[config.mk]
export PLATFORM = sky130hd
export DESIGN_NAME = wdrcf_top
export DESIGN_NICKNAME = d
export VERILOG_FILES = /design/src/verilog/wdrcf_pkg.sv /design/src/verilog/wdrcf_counter.sv /design/src/verilog/wdrcf_top.sv
export SDC_FILE = /design/constraint.sdc
export NUM_CORES = 1
export LEC_CHECK = 0
export BUFFER_PORTS_ARGS = -buffer_cell sky130_fd_sc_hd__buf_2
export CAP_MARGIN = 20
export CORE_ASPECT_RATIO = 1.1
export CORE_MARGIN = 2
export CORE_UTILIZATION = 40
export CTS_CLUSTER_DIAMETER = 30
export DETAILED_ROUTE_END_ITERATION = 12
export SYNTH_ARGS = -nofsm -noshare
export SYNTH_HDL_FRONTEND = slang
export SYNTH_SLANG_ARGS = --single-unit
[constraint.sdc]
create_clock -name pclk -period 7.6 [get_ports pclk]
set_input_delay 1.14 -clock pclk [delete_from_list [all_inputs] [get_ports pclk]]
set_output_delay 1.14 -clock pclk [all_outputs]
set_load 0.005 [all_outputs]
[src/verilog/wdrcf_pkg.sv]
// Package holding the watchdog and reset-cause register map, field layout and helper functions.
package wdrcf_pkg;

  localparam int          ADDR_W          = 12;
  localparam logic [7:0]  CAUSE_INDEX     = 8'h35;
  localparam logic [7:0]  CTRL_INDEX      = 8'h60;
  localparam logic [11:0] CAUSE_ADDR      = {2'b00, CAUSE_INDEX, 2'b00};
  localparam logic [11:0] CTRL_ADDR       = {2'b00, CTRL_INDEX, 2'b00};

  localparam int          POWERUP_BIT     = 0;
  localparam int          PIN_BIT         = 1;
  localparam int          BROWNOUT_BIT    = 2;
  localparam int          DOGRST_BIT      = 3;

  localparam int          RESET_EN_BIT    = 3;
  localparam int          UNLOCK_BIT      = 4;
  localparam int          PERIOD_MSB_BIT  = 5;
  localparam int          IRQ_EN_BIT      = 6;
  localparam int          TIMEOUT_BIT     = 7;

  localparam logic [2:0]  UNLOCK_CYCLES   = 3'h4;
  localparam int          CNT_W           = 20;
  localparam int          DOG_BASE_LOG2   = 11;
  localparam logic [3:0]  PERIOD_MAX_CODE = 4'h9;
  localparam logic        FUSE_PROGRAMMED = 1'b0;

  typedef struct packed {
    logic       timeout;
    logic       irq_en;
    logic       unlock;
    logic       reset_en;
    logic [3:0] period;
  } wdrcf_ctrl_t;

  typedef struct packed {
    logic dog;
    logic brownout;
    logic pin;
    logic powerup;
  } wdrcf_cause_t;

  typedef enum {MODE_STOPPED, MODE_IRQ, MODE_RESET, MODE_BOTH} wdrcf_mode_t;

  localparam wdrcf_ctrl_t  CTRL_RESET  = '{timeout: 1'b0, irq_en: 1'b0, unlock: 1'b0,
                                           reset_en: 1'b0, period: 4'h0};
  localparam wdrcf_cause_t CAUSE_RESET = '{dog: 1'b0, brownout: 1'b0, pin: 1'b0,
                                           powerup: 1'b1};

  // Reserved codes fall back to the longest period so a stray code never shortens time-out.
  function automatic logic [CNT_W-1:0] period_last(input logic [3:0] code,
                                                   input int         base_log2);
    logic [3:0]     c;
    logic [CNT_W:0] span;
    c    = (code > PERIOD_MAX_CODE) ? PERIOD_MAX_CODE : code;
    span = (CNT_W+1)'(1) << (base_log2 + int'(c));
    return CNT_W'(span - (CNT_W+1)'(1));
  endfunction

  function automatic wdrcf_mode_t dog_mode(input logic fuse,
                                           input logic rst_en,
                                           input logic irq_en);
    wdrcf_mode_t m;
    m = MODE_RESET;
    if (fuse != FUSE_PROGRAMMED) begin
      case ({rst_en, irq_en})
        2'b00:   m = MODE_STOPPED;
        2'b01:   m = MODE_IRQ;
        2'b10:   m = MODE_RESET;
        2'b11:   m = MODE_BOTH;
        default: m = MODE_RESET;
      endcase
    end
    return m;
  endfunction

endpackage

[src/verilog/wdrcf_counter.sv]
// Time-out counter advancing on oscillator ticks against the selected period.
module wdrcf_counter #(
  parameter int BASE_LOG2 = wdrcf_pkg::DOG_BASE_LOG2
) (
  input  wire logic                     pclk,
  input  wire logic                     presetn,
  input  wire logic                     tick,
  input  wire logic                     restart,
  input  wire logic                     enable,
  input  wire logic [3:0]               period,
  output logic                          expire
);
  import wdrcf_pkg::*;

  logic [CNT_W-1:0] count;
  logic [CNT_W-1:0] last;
  logic             at_end;
  logic [CNT_W-1:0] next_count;
  logic             next_expire;

  assign last        = period_last(period, BASE_LOG2);
  assign at_end      = tick && enable && (count >= last);
  // Restart has priority so a restart in the tick of expiry still saves the system.
  assign next_count  = (restart || !enable) ? '0 :
                       at_end ? '0 :
                       tick ? count + CNT_W'(1) : count;
  assign next_expire = at_end && !restart;

  always_ff @(posedge pclk or negedge presetn) begin
    if (!presetn) begin
      count  <= '0;
      expire <= 1'b0;
    end else begin
      count  <= next_count;
      expire <= next_expire;
    end
  end

  restart_zero_a: assert property (@(posedge pclk) disable iff (!presetn)
    restart |=> (count == '0))
    else $error("count not zero after restart");

  period_end_a: assert property (@(posedge pclk) disable iff (!presetn)
    (tick && enable && !restart && count == last && $stable(period)) |=> expire && count == '0)
    else $error("no expiry at end of period");

endmodule

[src/verilog/wdrcf_top.sv]
// Watchdog with reset-cause flags behind an APB slave.
import wdrcf_pkg::*;

// Overview of operation
// - Upper four reset-cause bits always read zero.
// - Watchdog-reset flag sets on watchdog reset; power-on or software zero clears it.
// - Brown-out flag sets on brown-out reset; power-on or software zero clears it.
// - Pin-reset flag sets on external reset; power-on or software zero clears it.
// - Power-up flag sets at power-on; only a software zero clears it.
// - Time-out flag sets in interrupt modes; vector execution or writing one clears.
// - Interrupt is taken only with global enable, interrupt enable and flag all set.
// - Reset-enable and interrupt-enable pick stopped, interrupt, reset or combined mode.
// - Programmed force-on fuse means reset mode, ignoring both enable bits.
// - In combined mode vector execution clears interrupt enable and time-out flag.
// - Combined mode: second time-out before service gives a system reset.
// - Clearing reset-enable or changing period needs the unlock bit set.
// - Unlock bit clears itself four clock cycles after being written to one.
// - Reset-enable reads set while watchdog-reset flag is set; clear flag first.
// - Period code picks 2048 oscillator cycles doubling up to 1048576 cycles.
// - Unlock: write unlock and reset-enable as one, then new values within four cycles.
// - Counter advances on oscillator ticks; restart instruction zeroes it.
// - Programmed fuse locks reset-enable at one and interrupt-enable at zero.
// - Watchdog reset is a one system clock cycle pulse.
module wdrcf_top #(
  parameter int BASE_LOG2 = wdrcf_pkg::DOG_BASE_LOG2
) (
  input  wire logic                        pclk,
  input  wire logic                        presetn,
  input  wire logic                        psel,
  input  wire logic                        penable,
  input  wire logic                        pwrite,
  input  wire logic [wdrcf_pkg::ADDR_W-1:0] paddr,
  input  wire logic [31:0]                 pwdata,
  output logic      [31:0]                 prdata,
  output logic                             pready,
  output logic                             pslverr,
  input  wire logic                        osc_tick,
  input  wire logic                        restart_strobe,
  input  wire logic                        pin_reset_event,
  input  wire logic                        brownout_reset_event,
  input  wire logic                        dog_force_on_fuse,
  input  wire logic                        global_irq_enable,
  input  wire logic                        irq_vector_ack,
  output logic                             dog_irq,
  output logic                             dog_sys_reset
);
  import wdrcf_pkg::*;

  wdrcf_ctrl_t  ctrl;
  wdrcf_cause_t cause;
  logic [2:0]   unlock_cnt;

  wdrcf_ctrl_t  next_ctrl;
  wdrcf_cause_t next_cause;
  logic [2:0]   next_unlock_cnt;
  logic         next_pready;
  logic [31:0]  next_prdata;
  logic         next_irq;

  wire logic        hit_cause   = (paddr == CAUSE_ADDR);
  wire logic        hit_ctrl    = (paddr == CTRL_ADDR);
  wire logic        wr_done     = psel && penable && pready && pwrite;
  wire logic        wr_cause    = wr_done && hit_cause;
  wire logic        wr_ctrl     = wr_done && hit_ctrl;
  wire logic [7:0]  wbyte       = pwdata[7:0];
  wire logic        fuse_forced = (dog_force_on_fuse == FUSE_PROGRAMMED);

  // A watchdog reset is never blocked while its cause flag is set.
  wire logic        rst_en_eff  = ctrl.reset_en || cause.dog || fuse_forced;
  wire logic        irq_en_eff  = ctrl.irq_en && !fuse_forced;
  wdrcf_mode_t      mode;
  assign mode = dog_mode(dog_force_on_fuse, rst_en_eff,
                         irq_en_eff);

  wire logic        expire;
  wire logic        timeout_set = expire && ((mode == MODE_IRQ) ||
                                  ((mode == MODE_BOTH) && !ctrl.timeout));
  wire logic        fire        = expire && ((mode == MODE_RESET) ||
                                  ((mode == MODE_BOTH) && ctrl.timeout));
  wire logic        ack_take    = irq_vector_ack && dog_irq;
  wire logic        sys_event   = fire || pin_reset_event || brownout_reset_event;
  wire logic        arm_unlock  = wr_ctrl && wbyte[UNLOCK_BIT] && wbyte[RESET_EN_BIT];
  wire logic        may_change  = ctrl.unlock;

  wire logic [7:0]  cause_rd    = {4'h0, cause.dog, cause.brownout, cause.pin,
                                   cause.powerup};
  wire logic [7:0]  ctrl_rd     = {ctrl.timeout, irq_en_eff, ctrl.period[3], ctrl.unlock,
                                   rst_en_eff, ctrl.period[2:0]};

  wdrcf_counter #(
    .BASE_LOG2 (BASE_LOG2)
  ) u_counter (
    .pclk    (pclk),
    .presetn (presetn),
    .tick    (osc_tick),
    .restart (restart_strobe || sys_event),
    .enable  (mode != MODE_STOPPED),
    .period  (ctrl.period),
    .expire  (expire)
  );

  // Reset-cause flags: every hardware set wins over a software clear in the same cycle.
  always_comb begin
    next_cause          = cause;
    next_cause.dog      = fire ||
                          (cause.dog && !(wr_cause && !wbyte[DOGRST_BIT]));
    next_cause.brownout = brownout_reset_event ||
                          (cause.brownout && !(wr_cause && !wbyte[BROWNOUT_BIT]));
    next_cause.pin      = pin_reset_event ||
                          (cause.pin && !(wr_cause && !wbyte[PIN_BIT]));
    next_cause.powerup  = cause.powerup && !(wr_cause && !wbyte[POWERUP_BIT]);
  end

  always_comb begin
    next_ctrl       = ctrl;
    next_unlock_cnt = unlock_cnt;
    if (sys_event) begin
      next_ctrl       = CTRL_RESET;
      next_unlock_cnt = 3'h0;
    end else begin
      if (unlock_cnt != 3'h0) begin
        next_unlock_cnt = unlock_cnt - 3'h1;
      end
      if (unlock_cnt == 3'h1) begin
        next_ctrl.unlock = 1'b0;
      end
      if (wr_ctrl) begin
        next_ctrl.irq_en = wbyte[IRQ_EN_BIT];
        if (wbyte[RESET_EN_BIT]) begin
          next_ctrl.reset_en = 1'b1;
        end else if (may_change) begin
          next_ctrl.reset_en = 1'b0;
        end
        if (may_change) begin
          next_ctrl.period = {wbyte[PERIOD_MSB_BIT], wbyte[2:0]};
        end
        if (wbyte[TIMEOUT_BIT]) begin
          next_ctrl.timeout = 1'b0;
        end
      end
      if (arm_unlock) begin
        next_ctrl.unlock = 1'b1;
        next_unlock_cnt  = UNLOCK_CYCLES;
      end
      // Vector execution clears the flag, and in combined mode drops to reset-only.
      if (ack_take) begin
        next_ctrl.timeout = 1'b0;
        if (mode == MODE_BOTH && !(wr_ctrl && wbyte[IRQ_EN_BIT])) begin
          next_ctrl.irq_en = 1'b0;
        end
      end
      if (timeout_set) begin
        next_ctrl.timeout = 1'b1;
      end
    end
    next_ctrl.reset_en = next_ctrl.reset_en || next_cause.dog || fuse_forced;
    if (fuse_forced) begin
      next_ctrl.irq_en = 1'b0;
    end
  end

  // The interrupt line only follows the flag while both enables allow it.
  assign next_irq = next_ctrl.timeout && next_ctrl.irq_en && !fuse_forced &&
                    global_irq_enable;

  // One wait state: pready and read data are registered in the first access cycle.
  assign next_pready = psel && penable && !pready;
  assign next_prdata = hit_cause ? {24'h000000, cause_rd} :
                       hit_ctrl  ? {24'h000000, ctrl_rd}  : 32'h00000000;

  always_ff @(posedge pclk or negedge presetn) begin
    if (!presetn) begin
      ctrl       <= CTRL_RESET;
      cause      <= CAUSE_RESET;
      unlock_cnt <= 3'h0;
    end else begin
      ctrl       <= next_ctrl;
      cause      <= next_cause;
      unlock_cnt <= next_unlock_cnt;
    end
  end

  always_ff @(posedge pclk or negedge presetn) begin
    if (!presetn) begin
      pready        <= 1'b0;
      pslverr       <= 1'b0;
      prdata        <= 32'h00000000;
      dog_irq       <= 1'b0;
      dog_sys_reset <= 1'b0;
    end else begin
      pready        <= next_pready;
      pslverr       <= next_pready && !(hit_cause || hit_ctrl);
      prdata        <= next_pready ? next_prdata : prdata;
      dog_irq       <= next_irq;
      dog_sys_reset <= fire;
    end
  end

  reserved_zero_a: assert property (@(posedge pclk) disable iff (!presetn)
    (psel && penable && pready && !pwrite && hit_cause) |-> (prdata[31:4] == 28'h0))
    else $error("reserved reset-cause bits not zero");

  dog_flag_a: assert property (@(posedge pclk) disable iff (!presetn)
    fire |=> cause.dog && dog_sys_reset)
    else $error("watchdog reset flag not set");

  brownout_flag_a: assert property (@(posedge pclk) disable iff (!presetn)
    brownout_reset_event |=> cause.brownout)
    else $error("brown-out flag lost");

  pin_flag_a: assert property (@(posedge pclk) disable iff (!presetn)
    pin_reset_event |=> cause.pin)
    else $error("pin reset flag lost");

  powerup_hold_a: assert property (@(posedge pclk) disable iff (!presetn)
    (cause.powerup && !(wr_cause && !wbyte[POWERUP_BIT])) |=> cause.powerup)
    else $error("power-up flag cleared without a write of zero");

  irq_gate_a: assert property (@(posedge pclk) disable iff (!presetn)
    dog_irq |-> (ctrl.timeout && ctrl.irq_en && $past(global_irq_enable)))
    else $error("interrupt without flag and enables");

  irq_mode_a: assert property (@(posedge pclk) disable iff (!presetn)
    (expire && mode == MODE_IRQ) |=> (ctrl.timeout && !dog_sys_reset))
    else $error("interrupt mode time-out misbehaved");

  fuse_force_a: assert property (@(posedge pclk) disable iff (!presetn)
    (fuse_forced && $past(fuse_forced) && $past(presetn)) |->
      (mode == MODE_RESET && !ctrl.irq_en && ctrl.reset_en))
    else $error("programmed fuse did not force reset mode");

  combined_ack_a: assert property (@(posedge pclk) disable iff (!presetn)
    (ack_take && mode == MODE_BOTH && !wr_ctrl && !sys_event) |=> (!ctrl.irq_en && !ctrl.timeout))
    else $error("vector did not leave combined mode");

  second_timeout_a: assert property (@(posedge pclk) disable iff (!presetn)
    (expire && mode == MODE_BOTH && ctrl.timeout) |=> dog_sys_reset)
    else $error("second time-out gave no reset");

  locked_period_a: assert property (@(posedge pclk) disable iff (!presetn)
    (wr_ctrl && !ctrl.unlock && !sys_event) |=> $stable(ctrl.period))
    else $error("period changed while locked");

  unlock_window_a: assert property (@(posedge pclk) disable iff (!presetn)
    ($rose(ctrl.unlock) && !wr_ctrl && !sys_event) |-> ctrl.unlock [*4]
      ##1 (!ctrl.unlock || $past(arm_unlock)))
    else $error("unlock window not four cycles");

  reset_en_hold_a: assert property (@(posedge pclk) disable iff (!presetn)
    cause.dog |-> ctrl.reset_en)
    else $error("reset enable clear while watchdog flag set");

  reset_pulse_a: assert property (@(posedge pclk) disable iff (!presetn)
    dog_sys_reset |=> !dog_sys_reset)
    else $error("reset pulse longer than one cycle");

  // The dog, brown-out and pin clear paths are checked alone, because a lost clear hides easily from software.
  prdata_high_a: assert property (@(posedge pclk) disable iff (!presetn)
    pready |-> (prdata[31:8] == 24'h000000))
    else $error("read data above the low byte not zero");

  dog_clear_a: assert property (@(posedge pclk) disable iff (!presetn)
    (wr_cause && !wbyte[DOGRST_BIT] && !fire) |=> !cause.dog)
    else $error("watchdog reset flag not cleared by a zero write");

  brownout_clear_a: assert property (@(posedge pclk) disable iff (!presetn)
    (wr_cause && !wbyte[BROWNOUT_BIT] && !brownout_reset_event) |=> !cause.brownout)
    else $error("brown-out flag not cleared by a zero write");

  pin_clear_a: assert property (@(posedge pclk) disable iff (!presetn)
    (wr_cause && !wbyte[PIN_BIT] && !pin_reset_event) |=> !cause.pin)
    else $error("pin reset flag not cleared by a zero write");

  timeout_clear_a: assert property (@(posedge pclk) disable iff (!presetn)
    ((ack_take || (wr_ctrl && wbyte[TIMEOUT_BIT])) && !timeout_set) |=> !ctrl.timeout)
    else $error("time-out flag not cleared");

  irq_raise_a: assert property (@(posedge pclk) disable iff (!presetn)
    (ctrl.timeout && ctrl.irq_en && global_irq_enable && !fuse_forced && !wr_ctrl &&
     !ack_take && !sys_event) |=> dog_irq)
    else $error("interrupt not raised with flag and enables set");

  stopped_quiet_a: assert property (@(posedge pclk) disable iff (!presetn)
    (mode == MODE_STOPPED) |=> !dog_sys_reset)
    else $error("reset pulse while stopped");

  fuse_reset_a: assert property (@(posedge pclk) disable iff (!presetn)
    (expire && fuse_forced) |=> dog_sys_reset)
    else $error("programmed fuse time-out gave no reset");

  locked_enable_a: assert property (@(posedge pclk) disable iff (!presetn)
    (wr_ctrl && !ctrl.unlock && ctrl.reset_en && !sys_event) |=> ctrl.reset_en)
    else $error("reset enable cleared while locked");

  unlock_lapse_a: assert property (@(posedge pclk) disable iff (!presetn)
    (unlock_cnt == 3'h1 && !arm_unlock) |=> !ctrl.unlock)
    else $error("unlock bit outlived its window");

  fuse_irq_a: assert property (@(posedge pclk) disable iff (!presetn)
    (fuse_forced && $past(fuse_forced)) |-> !dog_irq)
    else $error("interrupt raised with programmed fuse");

endmodule

**Word level (Yosys, flattened, before mapping)**

Cells that the tools add are included.

- $add $sub $neg: 4
- $lt $le $gt $ge: 2
- Equal/unequal tests: 9
- Shift operators: 1
- Mux-type cells: 24
- Bitwise operators: 1
- Reductions and logical operators: 68

Operators by type and width:

| cell | number |
|---|---|
| $pmux W32 S4 | 1 |
| $eq A32 B3 Y1 const B | 2 |
| $mux W20 | 3 |
| $eq A32 B2 Y1 const B | 1 |
| $mux W32 | 1 |
| $reduce_bool A32 Y1 | 1 |
| $shl A1 B32 Y20 const A | 1 |
| $logic_and A1 B1 Y1 | 31 |
| $mux W8 | 3 |
| $add A20 B1 Y20 const B | 1 |
| $ge A20 B20 Y1 | 1 |
| $sub A20 B1 Y20 const B | 1 |
| $logic_not A1 Y1 | 14 |
| $logic_or A1 B1 Y1 | 14 |
| $eq A12 B8 Y1 const B | 1 |
| $eq A12 B9 Y1 const B | 1 |
| $reduce_bool A3 Y1 | 4 |
| $mux W3 | 3 |
| $mux W1 | 8 |
| $mux W4 | 2 |
| $add A4 B4 Y5 const A | 1 |
| $mux W5 | 1 |
| $eq A2 B2 Y1 const B | 2 |
| $gt A4 B4 Y1 const B | 1 |
| 8 further kinds | 10 |

- Bits in registers: 72
- Input bits: 56

**Longest topological paths before layout**

Gate-level depths: netlist (run 1).

- Word-level depth: 16
- Gate-level depth with buffers: 20

**By module**

Synthesis (run 1) repeated with hierarchy kept, for this count alone.

- Cells, all modules: 368
- Area total of the unflattened synthesis: 3329.4 sq um

By module, submodules not included:

| module | instances | cells each | area each (sq um) | seq. area each (sq um) |
|---|---|---|---|---|
| wdrcf_counter | 1 | 209 | 1789.2 | 525.5 |
| wdrcf_top | 1 | 159 | 1540.2 | 676.9 |

**Least setup slack after synthesis (run 1)**

Ideal clock, no wire load.

- Path type: reg2reg
- Start point: reg ctrl[2] in the netlist's numbering
- End point: reg u_counter.count[5]
- Arrival time: 4.218 ns
- Path slack: 3.297 ns
- Stages on the path, launching flop included: 19
- Buffers on the path: 4
- Period minus slack after synthesis: 4.303 ns
- Cell sequence: dfrtp_1 clkbuf_1 clkbuf_1 nor2b_1 ha_1 or2_2 clkbuf_1 nor2_1 nand2b_1 ha_1 clkbuf_1 xor2_1 ha_1 a21o_1 a221o_1 a311oi_2 nand3_2 or4_1 a31oi_1

- Cells in the longest elaborated chain, start to end: 9
- Elaborated cells between the ends (all ways): 10
- Those cells by class: 2 x add/sub; 2 x order compare; 1 x shift; 3 x mux; 2 x reduce/logical

RTL lines:

| element | line | text |
|---|---|---|
| from (decl) | wdrcf_top.sv:49 | `wdrcf_ctrl_t ctrl;` |
| from (signal assigned) | wdrcf_top.sv:177 | `ctrl <= next_ctrl;` |
| $gt A4 B4 Y1 | wdrcf_pkg.sv:54 | `c = (code > PERIOD_MAX_CODE) ? PERIOD_MAX_CODE : code;` |
| $mux W4 * | wdrcf_pkg.sv:54 |  |
| $add A4 B4 Y5 * | wdrcf_pkg.sv:55 | `span = (CNT_W+1)'(1) << (base_log2 + int'(c));` |
| $shl A1 B32 Y20 * | wdrcf_pkg.sv:55 |  |
| $sub A20 B1 Y20 * | wdrcf_pkg.sv:56 | `return CNT_W'(span - (CNT_W+1)'(1));` |
| $ge A20 B20 Y1 * | wdrcf_counter.sv:22 | `assign at_end = tick && enable && (count >= last);` |
| $logic_and A1 B1 Y1 * | wdrcf_counter.sv:22 |  |
| $mux W20 | wdrcf_counter.sv:25 | `at_end ? '0 :` |
| $mux W20 | wdrcf_counter.sv:24 | `assign next_count = (restart \|\| !enable) ? '0 :` |
| to (signal assigned) | wdrcf_counter.sv:34 | `count <= next_count;` |
| to (decl) | wdrcf_counter.sv:15 | `logic [CNT_W-1:0] count;` |

Every way passes the cells marked *; elsewhere a longest branch is shown, timed or not.
A chain may end at the register's enable or synchronous reset.

**Worst setup path after layout (run 1)**

- Start point: reg ctrl[1] in the netlist's numbering
- End point: reg u_counter.count[7]

The elaborated chain is that of the path after synthesis.

==> results.sh, run 1 <==
export IMPL_path_class="reg2reg"
export IMPL_switching_power_mw=0.1167
export IMPL_initial_core_util=0.4114
export IMPL_finalCriticalPeriod_ps=5117
export IMPL_dpl_hpwl_um=5827
export IMPL_dp_cells=546
export IMPL_drc=0
export IMPL_grt_usage=0.1670
export IMPL_ys_async_sr_fraction=1.000
export IMPL_ys_ff_latch=48
export IMPL_io_pins=92
export IMPL_p_int_mw=0.4062
export IMPL_yosys_warnings=0
export IMPL_grt_max_degree=49
export IMPL_die_area_um2=9361
export IMPL_slew_headroom=0.5861
export IMPL_yosys_area_top_type="dfrtp_1"
export IMPL_final_cell_area_um2=3780
export IMPL_hold_slack_ps=470.2
export IMPL_gr_total_overflow=0
export IMPL_core_um2=8364
export IMPL_h_tree_depth=2
export IMPL_rows=35
export IMPL_drv_slew=0
export IMPL_post_cts_resized=0
export IMPL_setup_viol=0
export IMPL_final_hold_violation_count=0
export IMPL_cts_buffers=5
export IMPL_synth_top_cell_area_share=0.3418
export IMPL_synth_edf_count=0
export IMPL_postPlaceCellArea_um2=3642
export IMPL_die_h_um=101.3
export IMPL_cts_tree="done"
export IMPL_postCtsHoldBufs=0
export IMPL_combPwrFrac=0.072
export IMPL_outcome="complete, no violations"
export IMPL_cts_setup_buffers=0
export IMPL_clkTransAtPathRegs_ps=100
export IMPL_area_growth_pct=9.855
export IMPL_power_density_nw_per_um2=138.3
export IMPL_cp_required_ps=7810
export IMPL_rsz0062_at_grt="false"
export IMPL_via_per_inst=5.273
export IMPL_cellLeakagePower_nw=1.710
export IMPL_pwr_share_clk=0.427
export IMPL_first_pass_iters=4
export IMPL_finalClockSkew_ps=15.14
export IMPL_drv_cap=0
export IMPL_period_share=0.6734
export IMPL_nNetsFinal=524
export IMPL_numClockSinks=48
export IMPL_totalWireLength_um=7669
export IMPL_portBuffers=43
export IMPL_ir_worst_vdd_v=0.00009546
export IMPL_worst_pin_slew_ps=620.8
export IMPL_min_path_type="reg2reg"
export IMPL_layout_drive_gt1_share=0.1354
export IMPL_path_max_fanout=20
export IMPL_synthCells=409
export IMPL_fin_util=0.4519
export IMPL_reg2reg_slack_ps=2480
export IMPL_routabilityCongestion=0.7887
export IMPL_vias=2921
export IMPL_ys_types=53
export IMPL_stdcell_count=554
export IMPL_startpoint_type="flop"
export IMPL_drt_first_iter_violations=92
export IMPL_grt_antenna_before_repair=0
export IMPL_grt_pass1_wl_um=12830
export IMPL_switching_share=0.2232
export IMPL_pwr_share_seq=0.501
export IMPL_arrival_ps=5330
export IMPL_synth_area_leaders="dfrtp_1, ha_1, buf_4"
export IMPL_ys_dominant_reg_cell="dfrtp_1"
export IMPL_routedWlPerCell_um=13.84
export IMPL_ys_seq_area_frac=0.3495
export IMPL_timing_fmax_ghz=0.1954
export IMPL_clk_latency_ps=300
export IMPL_clock_path_buffers=2
export IMPL_root_buffer="clkbuf_8"
export IMPL_grt_pass1_vias=2763
export IMPL_endpoint_kind="flop"
export IMPL_chipWidth_um=92.43
export IMPL_avgSynthCellArea_um2=8.413
export IMPL_totalNegativeSetupSlack_ps=0
export IMPL_ant_nets=0
export IMPL_syn_area_um2=3441
export IMPL_n_antenna_cell=0
-- cells by family (layout without fill, tap and decap cells) --
| family | after synthesis | count (layout) | synth area share |
|---|---|---|---|
| xor+xnor | 15 | 15 | 0.03818 |
| simple gates | 179 | 179 | 0.2655 |
| buf+inv | 54 | 65 | 0.08581 |
| flops | 48 | 48 | 0.3495 |
| mux | 2 | 2 | 0.005818 |
| compound gates | 84 | 84 | 0.1596 |
| other cells | 1 | 24 | 0.001090 |
| fa+ha+maj | 26 | 26 | 0.09454 |
-- flip-flops by register name, indices dropped and copies added, names as in the netlist --
signal	flops
cause	4
ctrl	7
dog_irq	1
dog_sys_reset	1
may_change	1
prdata	8
pready	1
pslverr	1
u_counter.count	20
u_counter.expire	1
unlock_cnt	3
-- cell usage in the layout, fill, tap and decap left out, types with 3 or more instances in the layout --
| cell type | n |
|---|---|
| nand2_1 | 48 |
| a21boi_0 | 3 |
| nor4_1 | 4 |
| a221oi_1 | 4 |
| inv_1 | 12 |
| or4_1 | 5 |
| buf_2 | 43 |
| nand3_1 | 24 |
| nand2b_1 | 8 |
| o21a_1 | 7 |
| xor2_1 | 6 |
| nor4b_1 | 3 |
| dfrtp_1 | 47 |
| clkbuf_8 | 5 |
| conb_1 | 24 |
| ha_1 | 26 |
| and4_1 | 7 |
| nor3_1 | 6 |
| a21o_1 | 4 |
| nand4_1 | 9 |
| xnor2_1 | 9 |
| nor2b_1 | 8 |
| a31oi_1 | 9 |
| a21oi_1 | 24 |
| nor2_1 | 40 |
| and3_1 | 3 |
| a22oi_1 | 5 |
| o21ai_0 | 15 |
-- final timing paths --
check | startpoint | endpoint | depth (start not counted)
max | ctrl[1] | u_counter.count[7] | 16
min | cause[0] | cause[0] | 1
max reg2reg | ctrl[1] | u_counter.count[7] | 16
min reg2reg | cause[0] | cause[0] | 1
max in group asynchronous | presetn | u_counter.count[9] | 2
min in group asynchronous | presetn | ctrl[2] | 2
-- through the flow --
stage          power (mW)  worst slack (ps)
2_1_floorplan      0.2924              3297
3_3_place_gp       0.3050              2685
3_5_place_dp       0.3054              2610
4_1_cts            0.5325              2533
5_1_grt            0.5493              2118
6_report           0.5228              2483
-- synth_stat cells (5+ instances only) --
cell and n:
xor2_1 6, a21oi_1 24, nand2_1 48, clkbuf_1 15
nor3_1 6, dfrtp_1 47, nand4_1 9, nor2_1 40
and4_1 7, or4_1 5, inv_1 12, a31oi_1 9
nand2b_1 8, o21a_1 7, buf_4 24, a22oi_1 5
nand3_1 24, nor2b_1 8, o21ai_0 15, xnor2_1 9
ha_1 26
-- area by class of cell --
class                   count  area, um2
clock inverters             3      68.82
multi-input cells         330       2029
repair buffers             44      222.7
fillers                   839       4584
clock buffers               5      68.82
inverters                  13      48.80
well taps                 111      138.9
flip-flops and latches     48       1202
-- critical path: stages (launching register included) --
cell and delay, ps:
dfrtp_1 570, nor2_1 450, nand2_1 130, ha_1 520
nor2_1 310, nand2b_1 130, ha_1 370, nor3b_1 450
nor2b_1 240, a22oi_1 110, ha_1 320, nand4_1 110
nor3_1 80, a311oi_2 350, nand3_2 180, or4_1 500
a31oi_1 190
-- metal layers --
layer / track usage / vias up / wire length (um) / part of all wire
li1: - / 1490 / - / -
met1: 0.2229 / 1360 / 3554 / 0.46
met2: 0.2880 / 66 / 3731 / 0.49
met3: 0.02604 / 5 / 332 / 0.043
met4: 0.03674 / 0 / 51 / 0.0067
met5: 0 / - / 0 / 0
-- power groups by stage --
stage / clock [mW] / combinational, mW / sequential (mW)
floorplan: 0 / 0.0249 / 0.267
global placement: 0 / 0.0381 / 0.267
detailed placement: 0 / 0.0383 / 0.267
CTS: 0.232 / 0.0383 / 0.262
global route: 0.243 / 0.0436 / 0.263
finish: 0.223 / 0.0377 / 0.262
Power figures use the tool's default switching activity.
==> inputs of run 2 (changes only) <==
==> constraint.sdc (replaced) <==
create_clock -name pclk -period 5.34 [get_ports pclk]
set_input_delay 0.801 -clock pclk [delete_from_list [all_inputs] [get_ports pclk]]
set_output_delay 0.801 -clock pclk [all_outputs]
set_load 0.005 [all_outputs]
==> results.sh, run 2 (synthesis results as in run 1) <==
export IMPL_timing_fmax_ghz=0.2143
export IMPL_nNetsFinal=529
export IMPL_cts_setup_buffers=0
export IMPL_layout_common_cells="nand2_1, dfrtp_1, buf_2, nor2_1, ha_1"
export IMPL_cts_tree="done"
export IMPL_cp_required_ps=5570
export IMPL_wl_met1_um=3652
export IMPL_cts_buffers=5
export IMPL_initial_core_util=0.4114
export IMPL_switching_power_mw=0.1693
export IMPL_grt_pass1_vias=2881
export IMPL_grt_usage=0.1771
export IMPL_switching_share=0.2265
export IMPL_drt_first_iter_violations=116
export IMPL_layout_drive_gt1_share=0.1451
export IMPL_chipWidth_um=92.43
export IMPL_io_pins=92
export IMPL_reg2reg_slack_ps=670
export IMPL_ir_worst_vdd_v=0.0001263
export IMPL_ant_nets=0
export IMPL_vias=2984
export IMPL_routabilityCongestion=0.7952
export IMPL_postPlaceCellArea_um2=3680
export IMPL_clk_latency_ps=310
export IMPL_via_per_inst=5.338
export IMPL_largest_reg_flops=20
export IMPL_period_share=0.8737
export IMPL_path_max_fanout=20
export IMPL_largest_register="u_counter.count"
export IMPL_path_class="reg2reg"
export IMPL_clkTransAtPathRegs_ps=100
export IMPL_numClockSinks=48
export IMPL_register_area_um2=1202
export IMPL_startpoint_type="flop"
export IMPL_final_common_cell="nand2_1"
export IMPL_outcome="complete, no violations"
export IMPL_slowest_delay_ps=620
export IMPL_grt_pass1_wl_um=13450
export IMPL_clock_path_buffers=2
export IMPL_finalClockSkew_ps=14.55
export IMPL_gr_total_overflow=0
export IMPL_p_int_mw=0.5780
export IMPL_met2WireLength_um=3776
export IMPL_final_cell_area_um2=3817
export IMPL_hold_slack_ps=469.1
export IMPL_top_layer="met4"
export IMPL_power_total_mw=0.7473
export IMPL_first_pass_iters=4
export IMPL_area_growth_pct=10.95
export IMPL_pwr_share_seq=0.499
export IMPL_worst_pin_slew_ps=644.0
export IMPL_pwr_share_clk=0.428
export IMPL_multi_input_area_um2=2029
export IMPL_slew_headroom=0.5707
export IMPL_h_tree_depth=2
export IMPL_holdPathStages=1
export IMPL_grt_max_degree=49
export IMPL_setup_viol=0
export IMPL_dpl_hpwl_um=6006
export IMPL_rows=35
export IMPL_totalNegativeSetupSlack_ps=0
export IMPL_die_h_um=101.3
export IMPL_r2r_cells=16
export IMPL_min_to="cause[0]"
export IMPL_drv_cap=0
export IMPL_n_antenna_cell=0
export IMPL_crit_top_cell="ha_1"
export IMPL_arrival_ps=4890
export IMPL_finalCriticalPeriod_ps=4666
export IMPL_crit_chain="nor2b_1 -> ha_1 -> or2_2 -> nor2_1 -> nand2b_1 -> ha_1 -> nor3b_1 -> nor2b_1 -> a22oi_1 -> ha_1 -> nand4_1 -> nor3_1 -> a311oi_2 -> nand3_2 -> or4_1 -> a31oi_1"
export IMPL_power_density_nw_per_um2=195.8
export IMPL_postCtsHoldBufs=0
export IMPL_portBuffers=43
export IMPL_root_buffer="clkbuf_8"
export IMPL_combPwrFrac=0.073
export IMPL_final_hold_violation_count=0
export IMPL_regToRegStartpoint="ctrl[2]"
export IMPL_rsz0062_at_grt="false"
export IMPL_min_path_type="reg2reg"
export IMPL_top_regs="u_counter.count x20, prdata x8, ctrl x7"
export IMPL_post_cts_resized=0
export IMPL_drv_slew=0
export IMPL_grt_antenna_before_repair=0
export IMPL_cellLeakagePower_nw=1.735
export IMPL_routedWlPerCell_um=14.16
export IMPL_wl_met3_um=385
export IMPL_critPathSlowestCell="dfrtp_1"
export IMPL_core_um2=8364
export IMPL_drc=0
export IMPL_r2r_end="u_counter.count[7]"
export IMPL_die_area_um2=9361
export IMPL_min_from="cause[0]"
export IMPL_fillers=874
export IMPL_endpoint_kind="flop"
export IMPL_totalWireLength_um=7914
==> run 2: how the worst max path moves through the flow <==
stage	to	start	slack, ps
after floorplan	u_counter.count[5]	ctrl[2]	1040
after global placement	u_counter.count[7]	ctrl[2]	810
after detailed placement	u_counter.count[7]	ctrl[2]	710
after CTS	u_counter.count[7]	ctrl[2]	660
after global routing	u_counter.count[9]	ctrl[2]	320
final	u_counter.count[7]	ctrl[2]	670
==> run 2: power by group through the flow <==
stage	clock network [mW]	logic, mW	registers (mW)
2_1_floorplan	0	0.0354	0.381
3_3_place_gp	0	0.0542	0.380
3_5_place_dp	0	0.0551	0.380
4_1_cts	0.332	0.0552	0.373
5_1_grt	0.347	0.0625	0.374
6_report	0.320	0.0543	0.373
==> run 2: layout make-up <==
type,count,share of cell area
Inverter,13,0.01278
Timing Repair Buffer,49,0.06817
Clock buffer,5,0.01803
Multi-Input combinational cell,330,0.5316
Sequential cell,48,0.3150
Tap cell,111,0.03638
Clock inverter,3,0.01803
==> run 2: worst max-delay path, delay by kind of cell, from the launching register on <==
family                     cells  cell delay (ps)
AOI/OAI and AO/OA              3              630
adders and majority gates      3              770
DFF                            1              620
and+or+nand+nor               10             2560
==> run 2: per-stage QoR <==
stage,utilization,worst slack [ps],std cells
after floorplan,-,1037,432
after global routing,0.4564,318.3,559
after detailed placement,0.4399,710.3,551
after CTS,0.4564,661.3,559
final,0.4564,674.5,559
after global placement,0.4399,814.3,551
==> run 2: per-layer routing <==
metal  vias up  GRT usage
li1       1499          -
met1      1397     0.2243
met2        78     0.3105
met3        10    0.02902
met4         0    0.05626
met5         -          0
==> inputs of run 3 (changes only) <==
--- a/config.mk
+++ b/config.mk
@@ -7,11 +7,14 @@
 export LEC_CHECK = 0
 export BUFFER_PORTS_ARGS = -buffer_cell sky130_fd_sc_hd__buf_2
 export CAP_MARGIN = 20
+export CELL_PAD_IN_SITES_DETAIL_PLACEMENT = 2
+export CELL_PAD_IN_SITES_GLOBAL_PLACEMENT = 2
 export CORE_ASPECT_RATIO = 1.1
 export CORE_MARGIN = 2
-export CORE_UTILIZATION = 40
+export CORE_UTILIZATION = 31
 export CTS_CLUSTER_DIAMETER = 30
 export DETAILED_ROUTE_END_ITERATION = 12
+export PLACE_DENSITY_LB_ADDON = 0.1
 export SYNTH_ARGS = -nofsm -noshare
 export SYNTH_HDL_FRONTEND = slang
 export SYNTH_SLANG_ARGS = --single-unit
==> results.sh, run 3 (synthesis results as in run 1) <==
export IMPL_n_antenna_cell=0
export IMPL_met1_usage=0.2154
export IMPL_pwr_share_seq=0.504
export IMPL_fillers=1260
export IMPL_min_path_type="reg2reg"
export IMPL_combPwrFrac=0.076
export IMPL_cts_buffers=5
export IMPL_routedWlPerCell_um=17.17
export IMPL_clk_latency_ps=290
export IMPL_post_cts_resized=0
export IMPL_numClockSinks=48
export IMPL_reg2reg_slack_ps=790
export IMPL_vias=3096
export IMPL_totalNegativeSetupSlack_ps=0
export IMPL_grt_pass1_vias=3310
export IMPL_r2r_cells=17
export IMPL_cts_setup_buffers=0
export IMPL_cts_tree="done"
export IMPL_regToRegStartpoint="ctrl[3]"
export IMPL_rsz0062_at_grt="false"
export IMPL_holdPathStages=2
export IMPL_top_regs="u_counter.count x20, prdata x8, ctrl x7"
export IMPL_register_area_um2=1202
export IMPL_postCtsHoldBufs=0
export IMPL_final_hold_violation_count=0
export IMPL_area_growth_pct=12.47
export IMPL_pwr_share_clk=0.421
export IMPL_endpoint_kind="flop"
export IMPL_period_share=0.8515
export IMPL_grt_max_degree=49
export IMPL_core_um2=10860
export IMPL_cellLeakagePower_nw=1.737
export IMPL_path_class="reg2reg"
export IMPL_arrival_ps=4750
export IMPL_largest_reg_flops=20
export IMPL_outcome="complete, no violations"
export IMPL_ant_nets=0
export IMPL_switching_power_mw=0.1811
export IMPL_first_pass_iters=4
export IMPL_p_int_mw=0.5601
export IMPL_min_to="prdata[7]"
export IMPL_path_max_fanout=10
export IMPL_grt_pass1_wl_um=17180
export IMPL_final_common_cell="nand2_1"
export IMPL_drt_first_iter_violations=106
export IMPL_grtUsageMet2=0.3277
export IMPL_gr_total_overflow=0
export IMPL_final_cell_area_um2=3870
export IMPL_totalWireLength_um=10220
export IMPL_drv_cap=0
export IMPL_routabilityCongestion=0.7967
export IMPL_portBuffers=43
export IMPL_drv_slew=0
export IMPL_cp_required_ps=5540
export IMPL_r2r_end="u_counter.count[7]"
export IMPL_multi_input_area_um2=2029
export IMPL_power_density_nw_per_um2=191.5
export IMPL_largest_register="u_counter.count"
export IMPL_min_from="prdata[7]"
export IMPL_grt_antenna_before_repair=0
export IMPL_startpoint_type="flop"
export IMPL_ir_worst_vdd_v=0.0001164
export IMPL_timing_fmax_ghz=0.2199
export IMPL_layout_common_cells="nand2_1, dfrtp_1, buf_2, nor2_1, ha_1"
export IMPL_via_per_inst=5.203
export IMPL_die_area_um2=11960
export IMPL_clock_path_buffers=2
export IMPL_worst_pin_slew_ps=668.1
export IMPL_slew_headroom=0.5546
export IMPL_initial_core_util=0.3168
export IMPL_grt_use_met3=0.03073
export IMPL_grt_usage=0.1791
export IMPL_chipWidth_um=104.5
export IMPL_h_tree_depth=2
export IMPL_setup_viol=0
export IMPL_layout_drive_gt1_share=0.1451
export IMPL_clkTransAtPathRegs_ps=70
export IMPL_rows=40
export IMPL_busiest_layer="met2"
export IMPL_io_pins=92
export IMPL_postPlaceCellArea_um2=3732
export IMPL_die_h_um=114.5
export IMPL_switching_share=0.2444
export IMPL_root_buffer="clkbuf_16"
export IMPL_finalCriticalPeriod_ps=4547
export IMPL_finalClockSkew_ps=4.173
export IMPL_dpl_hpwl_um=7884
export IMPL_drc=0
export IMPL_nNetsFinal=530
## run 3: cell types whose count changed in the layout (fill, tap and decap cells not counted)
cell	before	now
bufinv_16	2	0
clkinvlp_4	0	1
clkbuf_16	0	5
clkbuf_8	5	0
clkinv_2	0	1
inv_6	1	0
buf_4	6	7
## run 3: how the worst max path moves through the flow
| stage | startpoint | to | cells after the start |
|---|---|---|---|
| after floorplan | ctrl[2] | u_counter.count[5] | 18 |
| after global placement | ctrl[3] | u_counter.count[7] | 17 |
| after detailed placement | ctrl[3] | u_counter.count[7] | 17 |
| after CTS | ctrl[3] | u_counter.count[7] | 17 |
| after global routing | ctrl[3] | u_counter.count[7] | 17 |
| final | ctrl[3] | u_counter.count[7] | 17 |
## run 3: final cells by class
class	instances	area share
sequential	48	0.3107
clock buffer	5	0.03233
clock inverter	2	0.003233
tap	147	0.04753
timing repair buffer	50	0.06919
inverter	13	0.01261
multi-input combinational	330	0.5244
## run 3: power by group through the flow
stage / Sequential [mW] / Clock (mW) / Combinational, mW
after global routing: 0.374 / 0.340 / 0.0643
final: 0.373 / 0.312 / 0.0560
after CTS: 0.373 / 0.327 / 0.0570
after global placement: 0.380 / 0 / 0.0558
after detailed placement: 0.380 / 0 / 0.0569
after floorplan: 0.381 / 0 / 0.0354
## run 3: worst max-delay path: stages, from the launching register on
cell,delay (ps)
dfrtp_1,480
nand2_1,100
nand2_1,70
ha_1,190
or2_2,380
nor2_1,240
nand2b_1,130
ha_1,250
nor3b_1,460
nor2b_1,250
a22oi_1,110
ha_1,300
nand4_1,150
nor3_1,90
a311oi_2,320
nand3_2,200
or4_1,530
a31oi_1,200
## run 3: per-layer routing
layer,share of wire,routed length [um],vias up
met3,0.031,313,12
met1,0.43,4425,1536
met2,0.52,5288,58
met5,0,0,-
li1,-,-,1490
met4,0.018,188,0
## run 3: metrics by stage
| step | hold slack (ps) | util | std cells | setup slack [ps] | power (mW) |
|---|---|---|---|---|---|
| finish | 472.8 | 0.3563 | 595 | 792.7 | 0.7412 |
| detailed placement | 465.5 | 0.3437 | 588 | 829.0 | 0.4374 |
| global placement | 448.9 | 0.3437 | 588 | 917.0 | 0.4358 |
| floorplan | 440.8 | - | 432 | 1037 | 0.4161 |
| CTS | 479.2 | 0.3563 | 595 | 808.3 | 0.7571 |
| global route | 487.6 | 0.3563 | 595 | 466.5 | 0.7783 |
